### src/atu_map.svh
// Bit positions, encodings, offsets and reset values of the accumulator transfer unit
`ifndef ATU_MAP_SVH
`define ATU_MAP_SVH

// ----------------------------------------------------------------
// Instruction fields
// ----------------------------------------------------------------
`define ATU_F_COND 31:28
`define ATU_F_OPC 27:21
`define ATU_OPC_XFER 7'h62
`define ATU_F_DIR 20
`define ATU_F_HI 19:16
`define ATU_F_LO 15:12
`define ATU_F_CPN 11:8
`define ATU_CPN_ZERO 4'h0
`define ATU_F_SBZ 7:3
`define ATU_SBZ_ZERO 5'h00
`define ATU_F_SEL 2:0
`define ATU_SEL_ZERO 3'h0
`define ATU_DIR_IN 1'b0
`define ATU_DIR_OUT 1'b1
`define ATU_COND_NEVER 4'hF

// ----------------------------------------------------------------
// Accumulator layout
// ----------------------------------------------------------------
`define ATU_ACC_TOP 39:32
`define ATU_ACC_BOT 31:0
`define ATU_ACC_SIGN 39
`define ATU_SRC_BYTE 7:0
`define ATU_ACC_RST 40'h00_0000_0000
`define ATU_EXT_W 24

// ----------------------------------------------------------------
// Register map (byte addresses)
// ----------------------------------------------------------------
`define ATU_OFF_CTRL 4'h0
`define ATU_OFF_STAT 4'h4
`define ATU_OFF_ACC_LO 4'h8
`define ATU_OFF_ACC_HI 4'hC
`define ATU_CTRL_EN 0
`define ATU_CTRL_RST 1'b0
`define ATU_ST_SEL 0
`define ATU_ST_SBZ 1
`define ATU_ST_UNDEF 2
`define ATU_ST_RST 3'h0
`define ATU_F_STB 2:0
`define ATU_F_TOPB 7:0
`define ATU_ZERO32 32'h0000_0000

`endif

### src/atu_pkg.sv
// Types shared by the accumulator transfer unit
package atu_pkg;

  typedef struct packed {
    logic valid;
    logic [31:0] word;
    logic [3:0] flags;
    logic [31:0] src_hi;
    logic [31:0] src_lo;
  } atu_issue_t;

  typedef struct packed {
    logic wr_en;
    logic [3:0] hi_idx;
    logic [31:0] hi_data;
    logic [3:0] lo_idx;
    logic [31:0] lo_data;
    logic done;
    logic undef;
    logic [3:0] flags;
  } atu_result_t;

  typedef struct packed {
    logic [39:0] acc;
    atu_result_t res;
    logic access_en;
    logic [2:0] sticky;
    logic ack;
    logic [31:0] rdata;
  } atu_state_t;

endpackage

### src/atu_cond_check.sv
// Condition field evaluator against the N Z C V flags
`timescale 1ns/1ps
module atu_cond_check
  import atu_pkg::*;
(
  // Condition and flags, flags ordered N Z C V
  input wire logic [3:0] cond,
  input wire logic [3:0] flags,
  // Result
  output logic pass
);
  logic n, z, c, v;

  always_comb begin
    n = flags[3];
    z = flags[2];
    c = flags[1];
    v = flags[0];
    unique case (cond)
      4'h0: pass = z;
      4'h1: pass = !z;
      4'h2: pass = c;
      4'h3: pass = !c;
      4'h4: pass = n;
      4'h5: pass = !n;
      4'h6: pass = v;
      4'h7: pass = !v;
      4'h8: pass = c && !z;
      4'h9: pass = !c || z;
      4'hA: pass = (n == v);
      4'hB: pass = (n != v);
      4'hC: pass = !z && (n == v);
      4'hD: pass = z || (n != v);
      4'hE: pass = 1'b1;
      4'hF: pass = 1'b0;
    endcase
  end
endmodule

### src/atu_transfer_unit.sv
// Accumulator transfer unit: moves between a register pair and the 40-bit accumulator
//
// Summary of operation
// RL1 - Decode coprocessor transfers, condition in top bits
// RL2 - Direction bit: zero in, one out
// RL3 - Upper and lower register numbers from fields
// RL4 - Move in: low word, upper byte loaded
// RL5 - Move out: low word, sign-extended top byte
// RL6 - Exactly one 40-bit accumulator
// RL7 - Three-bit selector names one of eight
// RL8 - Software selects only accumulator zero
// RL9 - Software keeps reserved bits zero
// RL10 - Allowed any mode when access bit set
// RL11 - Access bit clear: undefined, nothing changes
// RL12 - Failed condition means no effect
// RL13 - Condition flags never changed
// RL14 - Software never names one register twice
//
// Register access over Wishbone and the address map were chosen for this implementation.
`timescale 1ns/1ps
`include "atu_map.svh"
module atu_transfer_unit
  import atu_pkg::*;
(
  // Clock and reset
  input wire logic clk,
  input wire logic rst,
  // Instruction issue from decode
  input wire atu_issue_t issue,
  // Register write-back and completion
  output atu_result_t result,
  // Wishbone slave
  input wire logic wb_cyc_i,
  input wire logic wb_stb_i,
  input wire logic wb_we_i,
  input wire logic [3:0] wb_adr_i,
  input wire logic [3:0] wb_sel_i,
  input wire logic [31:0] wb_dat_i,
  output logic [31:0] wb_dat_o,
  output logic wb_ack_o
);

  // ----------------------------------------------------------------
  // Decode
  // ----------------------------------------------------------------
  atu_state_t state_ff;
  atu_state_t nxt_state;
  logic is_xfer;
  logic cond_pass;
  logic dir;
  logic exec;
  logic bus_req;
  logic bus_wr;

  assign is_xfer = issue.valid && (issue.word[`ATU_F_OPC] == `ATU_OPC_XFER)
                   && (issue.word[`ATU_F_CPN] == `ATU_CPN_ZERO); // [RL1]
  assign dir = issue.word[`ATU_F_DIR]; // [RL2]
  assign exec = is_xfer && state_ff.access_en && cond_pass; // [RL10] [RL12]
  assign bus_req = wb_cyc_i && wb_stb_i && !state_ff.ack;
  assign bus_wr = wb_cyc_i && wb_stb_i && state_ff.ack && wb_we_i;

  atu_cond_check u_cond (
    .cond(issue.word[`ATU_F_COND]),
    .flags(issue.flags),
    .pass(cond_pass)
  );

  // ----------------------------------------------------------------
  // Next state
  // ----------------------------------------------------------------
  always_comb begin
    nxt_state = state_ff;
    nxt_state.res.wr_en = 1'b0;
    nxt_state.res.done = 1'b0;
    nxt_state.res.undef = 1'b0;
    nxt_state.res.flags = issue.flags; // [RL13]
    nxt_state.ack = bus_req;
    nxt_state.rdata = `ATU_ZERO32;

    // Register reads, captured as ack rises
    if (bus_req && !wb_we_i) begin
      unique case (wb_adr_i)
        `ATU_OFF_CTRL: nxt_state.rdata[`ATU_CTRL_EN] = state_ff.access_en;
        `ATU_OFF_STAT: nxt_state.rdata[`ATU_F_STB] = state_ff.sticky;
        `ATU_OFF_ACC_LO: nxt_state.rdata = state_ff.acc[`ATU_ACC_BOT];
        `ATU_OFF_ACC_HI: nxt_state.rdata[`ATU_F_TOPB] = state_ff.acc[`ATU_ACC_TOP];
        default: nxt_state.rdata = `ATU_ZERO32;
      endcase
    end

    // Register writes take effect at the edge the master sees ack
    if (bus_wr && wb_sel_i[0]) begin
      if (wb_adr_i == `ATU_OFF_CTRL) begin
        nxt_state.access_en = wb_dat_i[`ATU_CTRL_EN];
      end
      if (wb_adr_i == `ATU_OFF_STAT) begin
        nxt_state.sticky = state_ff.sticky & ~wb_dat_i[`ATU_F_STB];
      end
    end

    // Sticky hazards, set wins over clear
    if (is_xfer && (issue.word[`ATU_F_SEL] != `ATU_SEL_ZERO)) begin
      nxt_state.sticky[`ATU_ST_SEL] = 1'b1; // [RL7] [RL8]
    end
    if (is_xfer && (issue.word[`ATU_F_SBZ] != `ATU_SBZ_ZERO)) begin
      nxt_state.sticky[`ATU_ST_SBZ] = 1'b1; // [RL9]
    end

    // Transfer
    if (is_xfer && !state_ff.access_en) begin
      nxt_state.res.undef = 1'b1; // [RL11]
      nxt_state.sticky[`ATU_ST_UNDEF] = 1'b1;
    end else if (is_xfer) begin
      nxt_state.res.done = 1'b1;
    end
    if (exec) begin
      if (dir == `ATU_DIR_IN) begin
        nxt_state.acc = {issue.src_hi[`ATU_SRC_BYTE], issue.src_lo}; // [RL4] [RL6]
      end else begin
        nxt_state.res.wr_en = 1'b1;
        nxt_state.res.hi_idx = issue.word[`ATU_F_HI]; // [RL3]
        nxt_state.res.lo_idx = issue.word[`ATU_F_LO]; // [RL3]
        nxt_state.res.lo_data = state_ff.acc[`ATU_ACC_BOT]; // [RL5]
        nxt_state.res.hi_data = {{`ATU_EXT_W{state_ff.acc[`ATU_ACC_SIGN]}},
                                 state_ff.acc[`ATU_ACC_TOP]}; // [RL5]
      end
    end
  end

  // ----------------------------------------------------------------
  // State register
  // ----------------------------------------------------------------
  always_ff @(posedge clk) begin
    if (rst) begin
      state_ff <= '0;
      state_ff.acc <= `ATU_ACC_RST;
      state_ff.access_en <= `ATU_CTRL_RST;
      state_ff.sticky <= `ATU_ST_RST;
    end else begin
      state_ff <= nxt_state;
    end
  end

  assign result = state_ff.res;
  assign wb_dat_o = state_ff.rdata;
  assign wb_ack_o = state_ff.ack;
endmodule

### config.mk
export PLATFORM = sky130hd
export DESIGN_NAME = atu_transfer_unit
export DESIGN_NICKNAME = d
export VERILOG_FILES = /design/src/atu_pkg.sv /design/src/atu_cond_check.sv /design/src/atu_transfer_unit.sv
export VERILOG_INCLUDE_DIRS = /design/src
export SDC_FILE = /design/constraint.sdc
export NUM_CORES = 1
export LEC_CHECK = 0
export ABC_CLOCK_PERIOD_IN_PS = 3800
export BUFFER_PORTS_ARGS = -buffer_cell sky130_fd_sc_hd__buf_2
export CAP_MARGIN = 10
export CELL_PAD_IN_SITES_DETAIL_PLACEMENT = 1
export CELL_PAD_IN_SITES_GLOBAL_PLACEMENT = 2
export CORE_MARGIN = 4
export CORE_UTILIZATION = 29
export DETAILED_ROUTE_END_ITERATION = 8
export GPL_TIMING_DRIVEN = 0
export PLACE_DENSITY_LB_ADDON = 0.1
export SLEW_MARGIN = 20
export SYNTH_ARGS = -nofsm -noshare
export SYNTH_HDL_FRONTEND = slang
export SYNTH_SLANG_ARGS = --single-unit
### constraint.sdc
create_clock -name clk -period 3.8 [get_ports clk]
set_input_delay 0.57 -clock clk [delete_from_list [all_inputs] [get_ports clk]]
set_output_delay 0.57 -clock clk [all_outputs]
set_load 0.01 [all_outputs]
# Yosys cells after proc, flatten, opt, wreduce, memory -nomap -nowiden
# Cells that the tools add are included.
# op_classes
n_bitwise	6
n_eq_ne	21
mux	12
n_reduce_logical	45
# ops
cell	n
$mux 73	1
$eq 4x4->1 const B	10
$eq 4x3->1 const B	5
$pmux 1 s16	1
$logic_and 1x1->1	15
$logic_not 4->1	3
$reduce_and 2->1	6
$reduce_bool 2->1	6
$pmux 5 s2	1
$eq 4x2->1 const B	2
$eq 7x7->1 const B	1
$logic_not 1->1	7
$mux 3	2
$pmux 2 s3	1
$reduce_or 2->1	3
$mux 1	5
$reduce_bool 5->1	1
$eq 4x1->1 const B	1
$not 1->1	4
$pmux 1 s4	1
$and 3x3->3	1
$not 3->3	1
$reduce_bool 3->1	1
$reduce_or 3->1	1
3 further kinds	4
# totals
input_bits	146
wordCells	100
regBits	132

# Logic depth before layout (Yosys ltp)
# Gate-level depths: netlist of the first run.
# depth
ltp_word	7
mapped_depth	9
mapped_depth_nobuf	5

# Cells and area by module
# A second synthesis of the first run with hierarchy kept.
# hier_totals
cells_unflattened	605
hier_area_um2	6075.8
# by_module_without_submodules
module	area_each_um2	cells_per_inst	instances	seq_area_each_um2
atu_transfer_unit	5920.7	582	1	2642.5
atu_cond_check	155.1	23	1	0.0

# Worst setup path before layout of the first run
# No wires, ideal clock.
# synth_path
kind	input to register
startpoint	input issue[96] (netlist bit)
endpoint	register result[49] (netlist name)
path_buffers	4
arrival_time_ns	2.187
setup_slack_ns	1.541
required_time_ns	3.728
stages	9
cell_sequence	buf_2 -> nor2b_1 -> a2bb2o_1 -> o31ai_1 -> a211o_1 -> buf_4 -> buf_6 -> buf_8 -> mux2i_1
# synth_between
elab_chain_cells	4
# synth_rtl
element	line	source
start: declaration	atu_transfer_unit.sv:29	input wire atu_issue_t issue,
$eq 4x4->1 (tied with other cells)	atu_cond_check.sv:19	unique case (cond)
$pmux 1 s16 *	atu_cond_check.sv:19	
$logic_and 1x1->1 *	atu_transfer_unit.sv:58	assign exec = is_xfer && state_ff.access_en && cond_pass;
$reduce_and 2->1 (no line) *	--	
# Every way passes the cells marked *; elsewhere a longest branch is shown, timed or not.
# A chain may end at the register's enable or synchronous reset.

# Final worst setup path of the first run
# layout_path
startpoint	input issue[67] (netlist bit)
endpoint	register state_ff (netlist bit result[35])
# layout_between
elab_chain_cells	5
# layout_rtl
element	line	source
$ne 1x1->1 / $eq 1x1->1 (equally long branches)	--	
$logic_or 1x1->1 / $logic_and 1x1->1 (equally long branches)	atu_cond_check.sv:33, atu_cond_check.sv:32	
$pmux 1 s16 *	atu_cond_check.sv:19	
$logic_and 1x1->1 *	atu_transfer_unit.sv:58	
$reduce_and 2->1 (no line) *	--	
end signal: assignment	atu_transfer_unit.sv:140	state_ff <= nxt_state;
end: declaration	atu_transfer_unit.sv:46	atu_state_t state_ff;
# Marked as above.

==> results by group, run 1 <==
Synth
  – YS warnings: 0
  – EDFF count, synth: 0
  – Asr flop ratio synth: 0%
  – Synth Register Bits: 132
  – Top area cells in the synthesized netlist: dfxtp_1 46%, mux2i_1 16%, buf_4 15%
  – Post-Syn Nets: ~750
  – Synthesized cell area: roughly 0.0057 mm^2
  – Seq/Total Area, Yosys: between 40% and 50%
  – Synthesized area per cell: around 9.5 um^2
  – Synth area leader: dfxtp_1
  – Cells after synthesis: 603
  – Distinct cells, synth: 37
  – Post-synth top area share: roughly 46%
  – Primary FF master, synth: dfxtp_1

Final layout
  – Final core occ: roughly two fifths
  – Area of the multi-input gates: ~0.0021 mm^2
  – Most frequent cells in the layout: 204 x buf_2, 143 x nand2_1, 132 x dfxtp_1, 114 x buf_4, 92 x mux2i_1
  – Fraction of layout cells with a size suffix above 1: between 40% and 50%
  – Post-route cell area: 0.00767 mm^2
  – Fin cells: 1099
  – FF+latch area: roughly 0.0026 mm^2
  – Commonest non-fill, non-tap cell in the layout: buf_2
  – Fin nets: a little under 1000
  – P&R area growth vs syn: 34.1%
  – Fill cells: ~2300

Timing
  – Setup Skew: about 5.7 ps
  – Final Hold Slack: approximately 400 ps
  – RSZ-0062 raised after global routing: false
  – Tcrit/Tclk final: between 50% and 60%
  – Max_slew headroom: 36.5%
  – Max-slew violations: 0
  – Final setup margin: 1570 ps
  – Final min period: approximately 2200 ps
  – Final count of hold timing violations: 0
  – Setup TNS: 0 ps
  – F_max: between 400 and 500 MHz
  – Setup-failing EPs final: 0
  – Tightest Pin Transition: about 940 ps

GRT
  – Total grt overflow: 0
  – Vias in the first global route: 4981
  – Largest net degree at the start of global routing: 27
  – Total GRT Usage: 15.3%
  – Initial antenna violation count: 2
  – First-pass GRT wire length: around 26000 um

Worst setup path
  – CP Class: in2reg
  – Critical path fanouts, max: 10
  – Buf/Inv on CP: 4
  – WP data required: ~4100 ps
  – Crit-path slowest cell: mux2_2
  – R2r endpoint: wb_dat_o[25]
  – Worst EP arrival: between 2000 and 3000 ps
  – Register-to-register setup slack: between 1500 and 2000 ps
  – Worst r2r src: wb_ack_o
  – Reg2reg path depth: 6
  – Cell chain of the critical path: buf_2, xor2_1, mux2_2, a221oi_2, a211o_1, buf_4, buf_6, buf_8, mux2i_1
  – Crit path largest cell delay: 380 ps
  – Worst setup EP type: flip-flop
  – CP delay by family, top: buffers and inverters
  – Worst Setup Start Kind: primary input

CTS
  – Setup Buffers After CTS: 0
  – Total clock sinks: between 100 and 150
  – CTS tree: yes
  – Post-CTS Resized: 0
  – Skew-Pair Late Insertion Delay: between 400 and 500 ps
  – Hold buffer count at cts: 0
  – CTS Buf Count: 17
  – CTS root buf: clkbuf_16
  – H-tree lvl count: 4
  – Bufs on Longest Clock Path: 2
  – CTS clock-pin slew for the worst setup and hold paths: ~60 ps

Floorplanning
  – Starting Density: slightly below 30%
  – Boundary pin count: ~260
  – Die Y: ~150 um
  – Die Area: between 0.02 and 0.025 mm^2
  – Core area: 0.0195 mm^2
  – Site Rows: about 50
  – Chip width: between 100 and 150 um

Detailed routing
  – Drt pass-1 iters: 4
  – Drt wl/cell: 15.1 um
  – DR vias: about 4600
  – DRC viols: 0
  – Starting DRT DRC Count: between 90 and 100
  – Routed wire length: ~17000 um
  – Vias/cell: ~4.2
  – Remaining antenna violation count: 0

Worst hold path
  – Hold Startpoint: issue[84]
  – Hold Crit Class: in2reg
  – Hold depth: 3
  – WHS Endpoint: result[74]

Power
  – LEAKAGE: 3.98 nW
  – Maximum VDD drop: approximately 0.00029 V
  – Pwr Total: between 3 and 4 mW
  – PwrDens: roughly 420 mW/mm^2

Place
  – Placed insts: between 1000 and 1500
  – Area of placed instances: slightly above 0.007 mm^2
  – # port buffers: ~200
  – Dpl ws: 1090 ps
  – Detailed placer's ending HPWL: roughly 13000 um
  – Placer Congestion: around 0.74

Job
  – Max Cap Viol: 0

Run status
  – Status: complete, no violations
-- flip-flops by register name (all words and copies together) (netlist names) --
name      cells
result       55
state_ff     44
wb_dat_o     32
wb_ack_o      1
-- worst max path at each step --
| stage | startpoint | endpoint | slack [ps] | cells after the start |
|---|---|---|---|---|
| floorplan | issue[96] | result[49] | 1540 | 9 |
| finish | issue[67] | result[35] | 1570 | 9 |
| global placement | rst | wb_dat_o[29] | 1100 | 7 |
| detailed placement | rst | wb_dat_o[25] | 1090 | 7 |
| CTS | wb_ack_o | wb_dat_o[25] | 1510 | 6 |
| global route | wb_ack_o | wb_dat_o[23] | 1340 | 6 |
-- area by class of cell --
class | instances | area share, %
Tap cell | 265 | 4.32
Multi-Input combinational cell | 323 | 26.8
Antenna cell | 1 | 0.0326
Timing Repair Buffer | 198 | 12.9
Sequential cell | 132 | 34.4
Clock buffer | 19 | 5.77
Clock inverter | 13 | 2.38
Buffer | 142 | 13.0
Inverter | 6 | 0.294
-- report_power, final --
group	switching, mW	total, mW	internal, mW	leakage (nW)
Combinational	0.0769	0.135	0.0585	2.63
Clock	0.616	1.73	1.11	0.295
Sequential	0.000876	1.39	1.39	1.06
-- worst register-to-register path, cell delays in order (launching register included) --
cell and delay (ps):
dfxtp_1 320, nor3_1 280, nand2_1 190, nor3_1 260, clkbuf_1 500, clkbuf_1 400, and2_1 200
-- routing by layer --
metal,track usage [%],wire length (um),vias to the layer above
li1,-,-,2296
met1,18.3,7090,2198
met2,26.0,8210,106
met3,4.69,1050,19
met4,5.22,246,2
met5,0,7,-
-- cell families after synthesis --
kind of cell | count (synthesis) | synth area share (%)
and+or+nand+nor | 207 | 15.9
buffers and inverters | 148 | 17.8
DFF | 132 | 46.2
muxes | 94 | 16.7
AOI/OAI and AO/OA | 19 | 2.91
xor gates and xnor gates | 3 | 0.459
-- synthesized netlist by cell type (2+ instances only) --
cell type and n:
buf_8 2, nor3_1 9, or4_1 2, dfxtp_1 132, inv_1 5, nor2_1 10
nand2_1 143, clkbuf_1 19, nor2b_1 6, a31o_2 3, buf_4 114, and2_1 24
mux2i_1 92, and3_1 4, nor4b_1 2, nand3_1 2, nand2b_1 2, buf_2 6
a22o_1 5, xnor2_1 2, a21oi_1 3
Note: power is estimated with default switching activity, not from simulation.
==> run 2: changes to the inputs <==
--- a/config.mk
+++ b/config.mk
@@ -6,13 +6,13 @@
 export SDC_FILE = /design/constraint.sdc
 export NUM_CORES = 1
 export LEC_CHECK = 0
-export ABC_CLOCK_PERIOD_IN_PS = 3800
+export ABC_CLOCK_PERIOD_IN_PS = 1900
 export BUFFER_PORTS_ARGS = -buffer_cell sky130_fd_sc_hd__buf_2
 export CAP_MARGIN = 10
 export CELL_PAD_IN_SITES_DETAIL_PLACEMENT = 1
 export CELL_PAD_IN_SITES_GLOBAL_PLACEMENT = 2
 export CORE_MARGIN = 4
-export CORE_UTILIZATION = 29
+export CORE_UTILIZATION = 24
 export DETAILED_ROUTE_END_ITERATION = 8
 export GPL_TIMING_DRIVEN = 0
 export PLACE_DENSITY_LB_ADDON = 0.1
==> constraint.sdc (replaced) <==
create_clock -name clk -period 1.9 [get_ports clk]
set_input_delay 0.285 -clock clk [delete_from_list [all_inputs] [get_ports clk]]
set_output_delay 0.285 -clock clk [all_outputs]
set_load 0.01 [all_outputs]
==> run 2 against run 1 <==
- hold slack worse by 280 ps
- critical path type unchanged
- combinational power is 110% higher
- core utilization shrank 6.0 points
- clock-buffer cell count rose by 1
- global-route usage down 1.6 points
- sequential power rose by 100%
- largest cell class unchanged
- via count decreased by 1.4%
- wire length rose by 6.5%
- critical path depth down 2
- critical endpoint is now state_ff[139]
- sequential share of layout area down 0.71 points
- clock power up 110%
==> results by group, run 2 (same netlist as run 1, synthesis figures left out) <==
Worst setup path
  – Worst Setup Start Kind: primary input
  – Register-to-register setup slack: 120 ps
  – CP Class: in2reg
  – Worst setup EP type: flip-flop
  – Reg2reg path depth: 4
  – Worst r2r src: state_ff[36]
  – R2r endpoint: state_ff[139]
  – WP data required: 2230 ps
  – Critical path fanouts, max: 10
  – Worst EP arrival: roughly 2200 ps

GRT
  – Vias in the first global route: about 5100
  – First-pass GRT wire length: between 20000 and 30000 um
  – Total GRT Usage: about 14%
  – Largest net degree at the start of global routing: 27
  – Total grt overflow: 0
  – Initial antenna violation count: 1

Timing
  – Setup Skew: between 7 and 8 ps
  – Max_slew headroom: between 50 and 60%
  – Final min period: approximately 1900 ps
  – Tightest Pin Transition: 656 ps
  – Max-slew violations: 0
  – Final count of hold timing violations: 0
  – Final setup margin: between 1.5 and 2 ps
  – RSZ-0062 raised after global routing: true
  – F_max: 527 MHz
  – Tcrit/Tclk final: 99.9%
  – Setup-failing EPs final: 0

Floorplanning
  – Chip width: approximately 160 um
  – Core area: about 0.023 mm^2
  – Site Rows: 56
  – Die Area: between 0.02 and 0.03 mm^2
  – Die Y: 162 um
  – Starting Density: 24.4%
  – Boundary pin count: roughly 260

Final layout
  – Fin cells: ~1200
  – P&R area growth vs syn: 37.0%
  – Max reg flops: 55
  – Most frequent cells in the layout: 202 x buf_2, 143 x nand2_1, 131 x dfxtp_1, 113 x buf_4, 92 x mux2i_1
  – Fin nets: ~970
  – Antenna cell count: 0
  – Commonest non-fill, non-tap cell in the layout: buf_2
  – Fraction of layout cells with a size suffix above 1: 44.0%

Power
  – PwrDens: around 850 mW/mm^2
  – LEAKAGE: approximately 4.0 nW
  – Maximum VDD drop: 0.000526 V
  – Pwr Total: 6.63 mW

Detailed routing
  – Starting DRT DRC Count: approximately 90
  – Drt wl/cell: roughly 15 um
  – Routed wire length: ~18000 um
  – DR vias: between 4000 and 5000
  – Drt pass-1 iters: 4
  – Remaining antenna violation count: 0
  – Vias/cell: between 3 and 4
  – DRC viols: 0

CTS
  – Skew-Pair Late Insertion Delay: ~410 ps
  – H-tree lvl count: 4
  – CTS Buf Count: 17
  – CTS tree: yes
  – Total clock sinks: ~130
  – CTS clock-pin slew for the worst setup and hold paths: 60 ps
  – Bufs on Longest Clock Path: 2
  – CTS root buf: clkbuf_16

Place
  – Dpl ws: -699 ps
  – Placed insts: between 1000 and 1500
  – Placer Congestion: approximately 0.75
  – Detailed placer's ending HPWL: 13600 um
  – # port buffers: around 200

Job
  – Max Cap Viol: 0

Run status
  – Status: complete, no violations

Worst hold path
  – Hold Crit Class: in2reg
  – Hold depth: 3
  – Hold Startpoint: issue[9]
  – WHS Endpoint: state_ff[125]
[run 2: changes by cell type in the layout (fill, tap and decap cells not counted), sizes merged]
cell / previous run / this run
buf: 321 / 320
clkbuf: 38 / 39
clkinv: 6 / 3
clkinvlp: 4 / 3
diode: 1 / 0
inv: 5 / 7
[run 2: per-stage QoR]
stage                     instance area [um^2]  util [%]  TNS, ps  hold WS [ps]
after CTS                                 7800      33.2    -5.86          95.3
final                                     7840      33.4        0           115
after detailed placement                  7140      30.4   -40410           443
after floorplan                           5750         -        0           357
after global placement                    7140      30.4   -38920           437
after global routing                      7840      33.4    -1150           104
[run 2: worst max-delay path by stage]
| stage | slack [ps] | end | start |
|---|---|---|---|
| 4_1_cts | -6 | state_ff[139] | issue[99] |
| 2_1_floorplan | 5 | result[49] | issue[96] |
| 3_3_place_gp | -690 | wb_dat_o[27] | rst |
| 3_5_place_dp | -700 | wb_dat_o[24] | rst |
| 5_1_grt | -80 | state_ff[126] | issue[99] |
| 6_report | 2 | state_ff[139] | issue[99] |
[run 2: layout make-up]
class	count	area (um^2)
sequential	132	2640
timing repair buffer	198	991
tap	319	399
multi-input combinational	323	2100
clock inverter	11	174
clock buffer	20	467
fill	2746	15600
buffer	141	1040
inverter	6	22.5
[run 2: power by group]
group	total [mW]	internal (mW)	leakage, nW	switching [mW]
registers	2.78	2.77	1.06	0.00181
logic	0.290	0.124	2.65	0.166
clock network	3.56	2.30	0.305	1.26
[run 2: worst max-delay path: stages]
cell and delay [ps]:
buf_2 130, or2_1 240, a221oi_1 380, a221oi_4 80, a211oi_2 420, buf_2 420, mux2i_1 260
[run 2: per-layer routing]
metal	wire length [um]	vias up	track usage, %
met1	7610	2134	16.6
met2	8840	117	23.7
met4	193	2	4.00
li1	-	2290	-
met3	1030	15	3.72
met5	7	-	0
[run 2: repair_timing]
| item | in CTS | in global routing |
|---|---|---|
| endpoints found under the hold margin | 0 | 0 |
| endpoints found under the setup margin | 47 | 68 |
| setup buffers | 0 | 0 |
| gates cloned | 0 | 0 |
| gates resized for setup | 7 | 7 |
| pin swaps | 0 | 0 |
| hold buffers | 0 | 0 |
==> run 3: changes to the inputs <==
--- a/config.mk
+++ b/config.mk
@@ -6,7 +6,7 @@
 export SDC_FILE = /design/constraint.sdc
 export NUM_CORES = 1
 export LEC_CHECK = 0
-export ABC_CLOCK_PERIOD_IN_PS = 1900
+export ABC_CLOCK_PERIOD_IN_PS = 1500
 export BUFFER_PORTS_ARGS = -buffer_cell sky130_fd_sc_hd__buf_2
 export CAP_MARGIN = 10
 export CELL_PAD_IN_SITES_DETAIL_PLACEMENT = 1
==> constraint.sdc (replaced) <==
create_clock -name clk -period 1.5 [get_ports clk]
set_input_delay 0.225 -clock clk [delete_from_list [all_inputs] [get_ports clk]]
set_output_delay 0.225 -clock clk [all_outputs]
set_load 0.01 [all_outputs]
==> run 3 against run 2 <==
- the run now ends with negative setup slack left
- hold slack worse by 64 ps
- clock skew increased by 0.67 ps
- register-to-register slack lost 130 ps
- sequential power up 26%
- critical path type unchanged
==> results by group, run 3 (same netlist as run 1, synthesis figures left out) <==
Final layout
  – FF+latch area: approximately 0.0027 mm^2
  – Commonest non-fill, non-tap cell in the layout: buf_2
  – P&R area growth vs syn: 48.7%
  – Antenna cell count: 0
  – Fin nets: 989
  – Fill cells: between 2000 and 3000
  – Most frequent cells in the layout: 192 x buf_2, 142 x nand2_1, 129 x dfxtp_1, 123 x buf_4, 89 x mux2i_1
  – Max reg flops: 55
  – Fraction of layout cells with a size suffix above 1: 49.0%
  – Area of the multi-input gates: about 0.0023 mm^2

Detailed routing
  – DRC viols: 0
  – Vias/cell: just over 4
  – Drt wl/cell: 15.5 um
  – Routed wire length: ~18000 um
  – Remaining antenna violation count: 0
  – DR vias: between 4000 and 5000
  – Drt pass-1 iters: 4
  – Starting DRT DRC Count: roughly 100

Floorplanning
  – Die Y: about 160 um
  – Starting Density: between 20% and 30%
  – Site Rows: between 50 and 60
  – Core area: 0.0235 mm^2
  – Chip width: 162 um
  – Die Area: about 0.026 mm^2
  – Boundary pin count: approximately 260

Worst setup path
  – CP Class: in2reg
  – Worst setup EP type: flip-flop
  – Worst EP arrival: 1940 ps
  – Worst Setup Start Kind: primary input
  – Critical path fanouts, max: 8
  – WP data required: 1840 ps

Power
  – Maximum VDD drop: 0.000570 V
  – LEAKAGE: between 4 and 5 nW
  – Pwr Total: between 8 and 9 mW
  – PwrDens: about 1000 mW/mm^2

Timing
  – Setup Skew: just under 8 ps
  – Final min period: about 1600 ps
  – RSZ-0062 raised after global routing: true
  – Final count of hold timing violations: 0
  – Final setup margin: -100 ps
  – F_max: around 620 MHz
  – Max-slew violations: 0
  – Tightest Pin Transition: 604 ps
  – Final Hold Slack: between 50 and 60 ps
  – Max_slew headroom: between 50 and 60%
  – Tcrit/Tclk final: 107%
  – Setup-failing EPs final: 68

GRT
  – Largest net degree at the start of global routing: 27
  – Total GRT Usage: a little over an eighth
  – Initial antenna violation count: 0
  – Total grt overflow: 0
  – Vias in the first global route: 5074
  – First-pass GRT wire length: 27700 um

Run status
  – Violated checks: negative setup slack
  – Status: finished, violations left

CTS
  – CTS Buf Count: 17
  – CTS root buf: clkbuf_16
  – CTS tree: yes
  – Bufs on Longest Clock Path: 2
  – Hold buffer count at cts: 0
  – Skew-Pair Late Insertion Delay: slightly above 400 ps
  – Total clock sinks: 132
  – CTS clock-pin slew for the worst setup and hold paths: around 60 ps
  – H-tree lvl count: 4

Place
  – # port buffers: 198
  – Detailed placer's ending HPWL: approximately 13000 um
  – Placer Congestion: roughly 0.74

Job
  – Max Cap Viol: 0

Worst hold path
  – Hold Crit Class: in2reg
==> run 3: cell count changes in the layout (fill, tap and decap cells not counted), moves of 3 or more <==
cell / before / now
buf_12: 3 / 13
buf_2: 202 / 192
buf_4: 113 / 123
clkbuf_1: 16 / 9
clkbuf_2: 1 / 8
buf_6: 2 / 8
nor3_4: 0 / 5
nor3_1: 7 / 3
buf_16: 0 / 3
mux2i_1: 92 / 89
==> run 3: layer usage <==
metal	routed length, um	part of all wire [%]	global-route usage [%]
met3	965	5.3	3.21
met2	9140	50	23.3
met5	0	0	0
met4	213	1.2	4.27
met1	7890	43	17.1
==> run 3: what timing repair did <==
action                     CTS  global route
pin swaps                   15            11
setup buffers               15             5
resized for setup           47            44
cloned                       5             2
setup endpoints to repair  146           121
==> run 3: worst max-delay path, stage by stage <==
cell,delay (ps)
buf_8,110
xor2_4,200
mux2_4,330
a221oi_4,270
a211o_1,200
buf_6,120
buf_12,140
clkbuf_16,160
mux2i_1,170
==> run 3: power by group <==
group          total, mW  switching, mW  internal, mW
Sequential          3.51        0.00295          3.51
Combinational      0.446          0.240         0.206
Clock               4.61           1.58          3.03
==> run 3: path summary, 6_finish.rpt <==
| check | end | from | cells after the start | slack (ps) |
|---|---|---|---|---|
| max | result[45] | issue[64] | 9 | -100 |
| min | state_ff[125] | issue[9] | 3 | 50 |
| max reg2reg | result[45] | state_ff[36] | 6 | -10 |
| min reg2reg | wb_ack_o | wb_ack_o | 1 | 450 |
==> run 3: per-stage QoR <==
| step | area (um^2) | TNS [ps] | setup WS [ps] | cells | util, % |
|---|---|---|---|---|---|
| floorplan | 5810 | -18390 | -330 | 603 | - |
| global placement | 7200 | -75120 | -948 | 1120 | 30.7 |
| detailed placement | 7200 | -76370 | -894 | 1120 | 30.7 |
| CTS | 8350 | -5740 | -150 | 1171 | 35.6 |
| global route | 8510 | -8950 | -166 | 1174 | 36.2 |
| finish | 8510 | -4180 | -100 | 1174 | 36.2 |
==> run 3: layout make-up <==
| cell class | count | area share [%] |
|---|---|---|
| plain buffers | 141 | 13.2 |
| flip-flops and latches | 132 | 31.2 |
| multi-input cells | 323 | 26.7 |
| well taps | 319 | 4.69 |
| inverters | 6 | 0.265 |
| clock buffers | 19 | 5.33 |
| repair buffers | 222 | 16.2 |
| clock inverters | 12 | 2.40 |
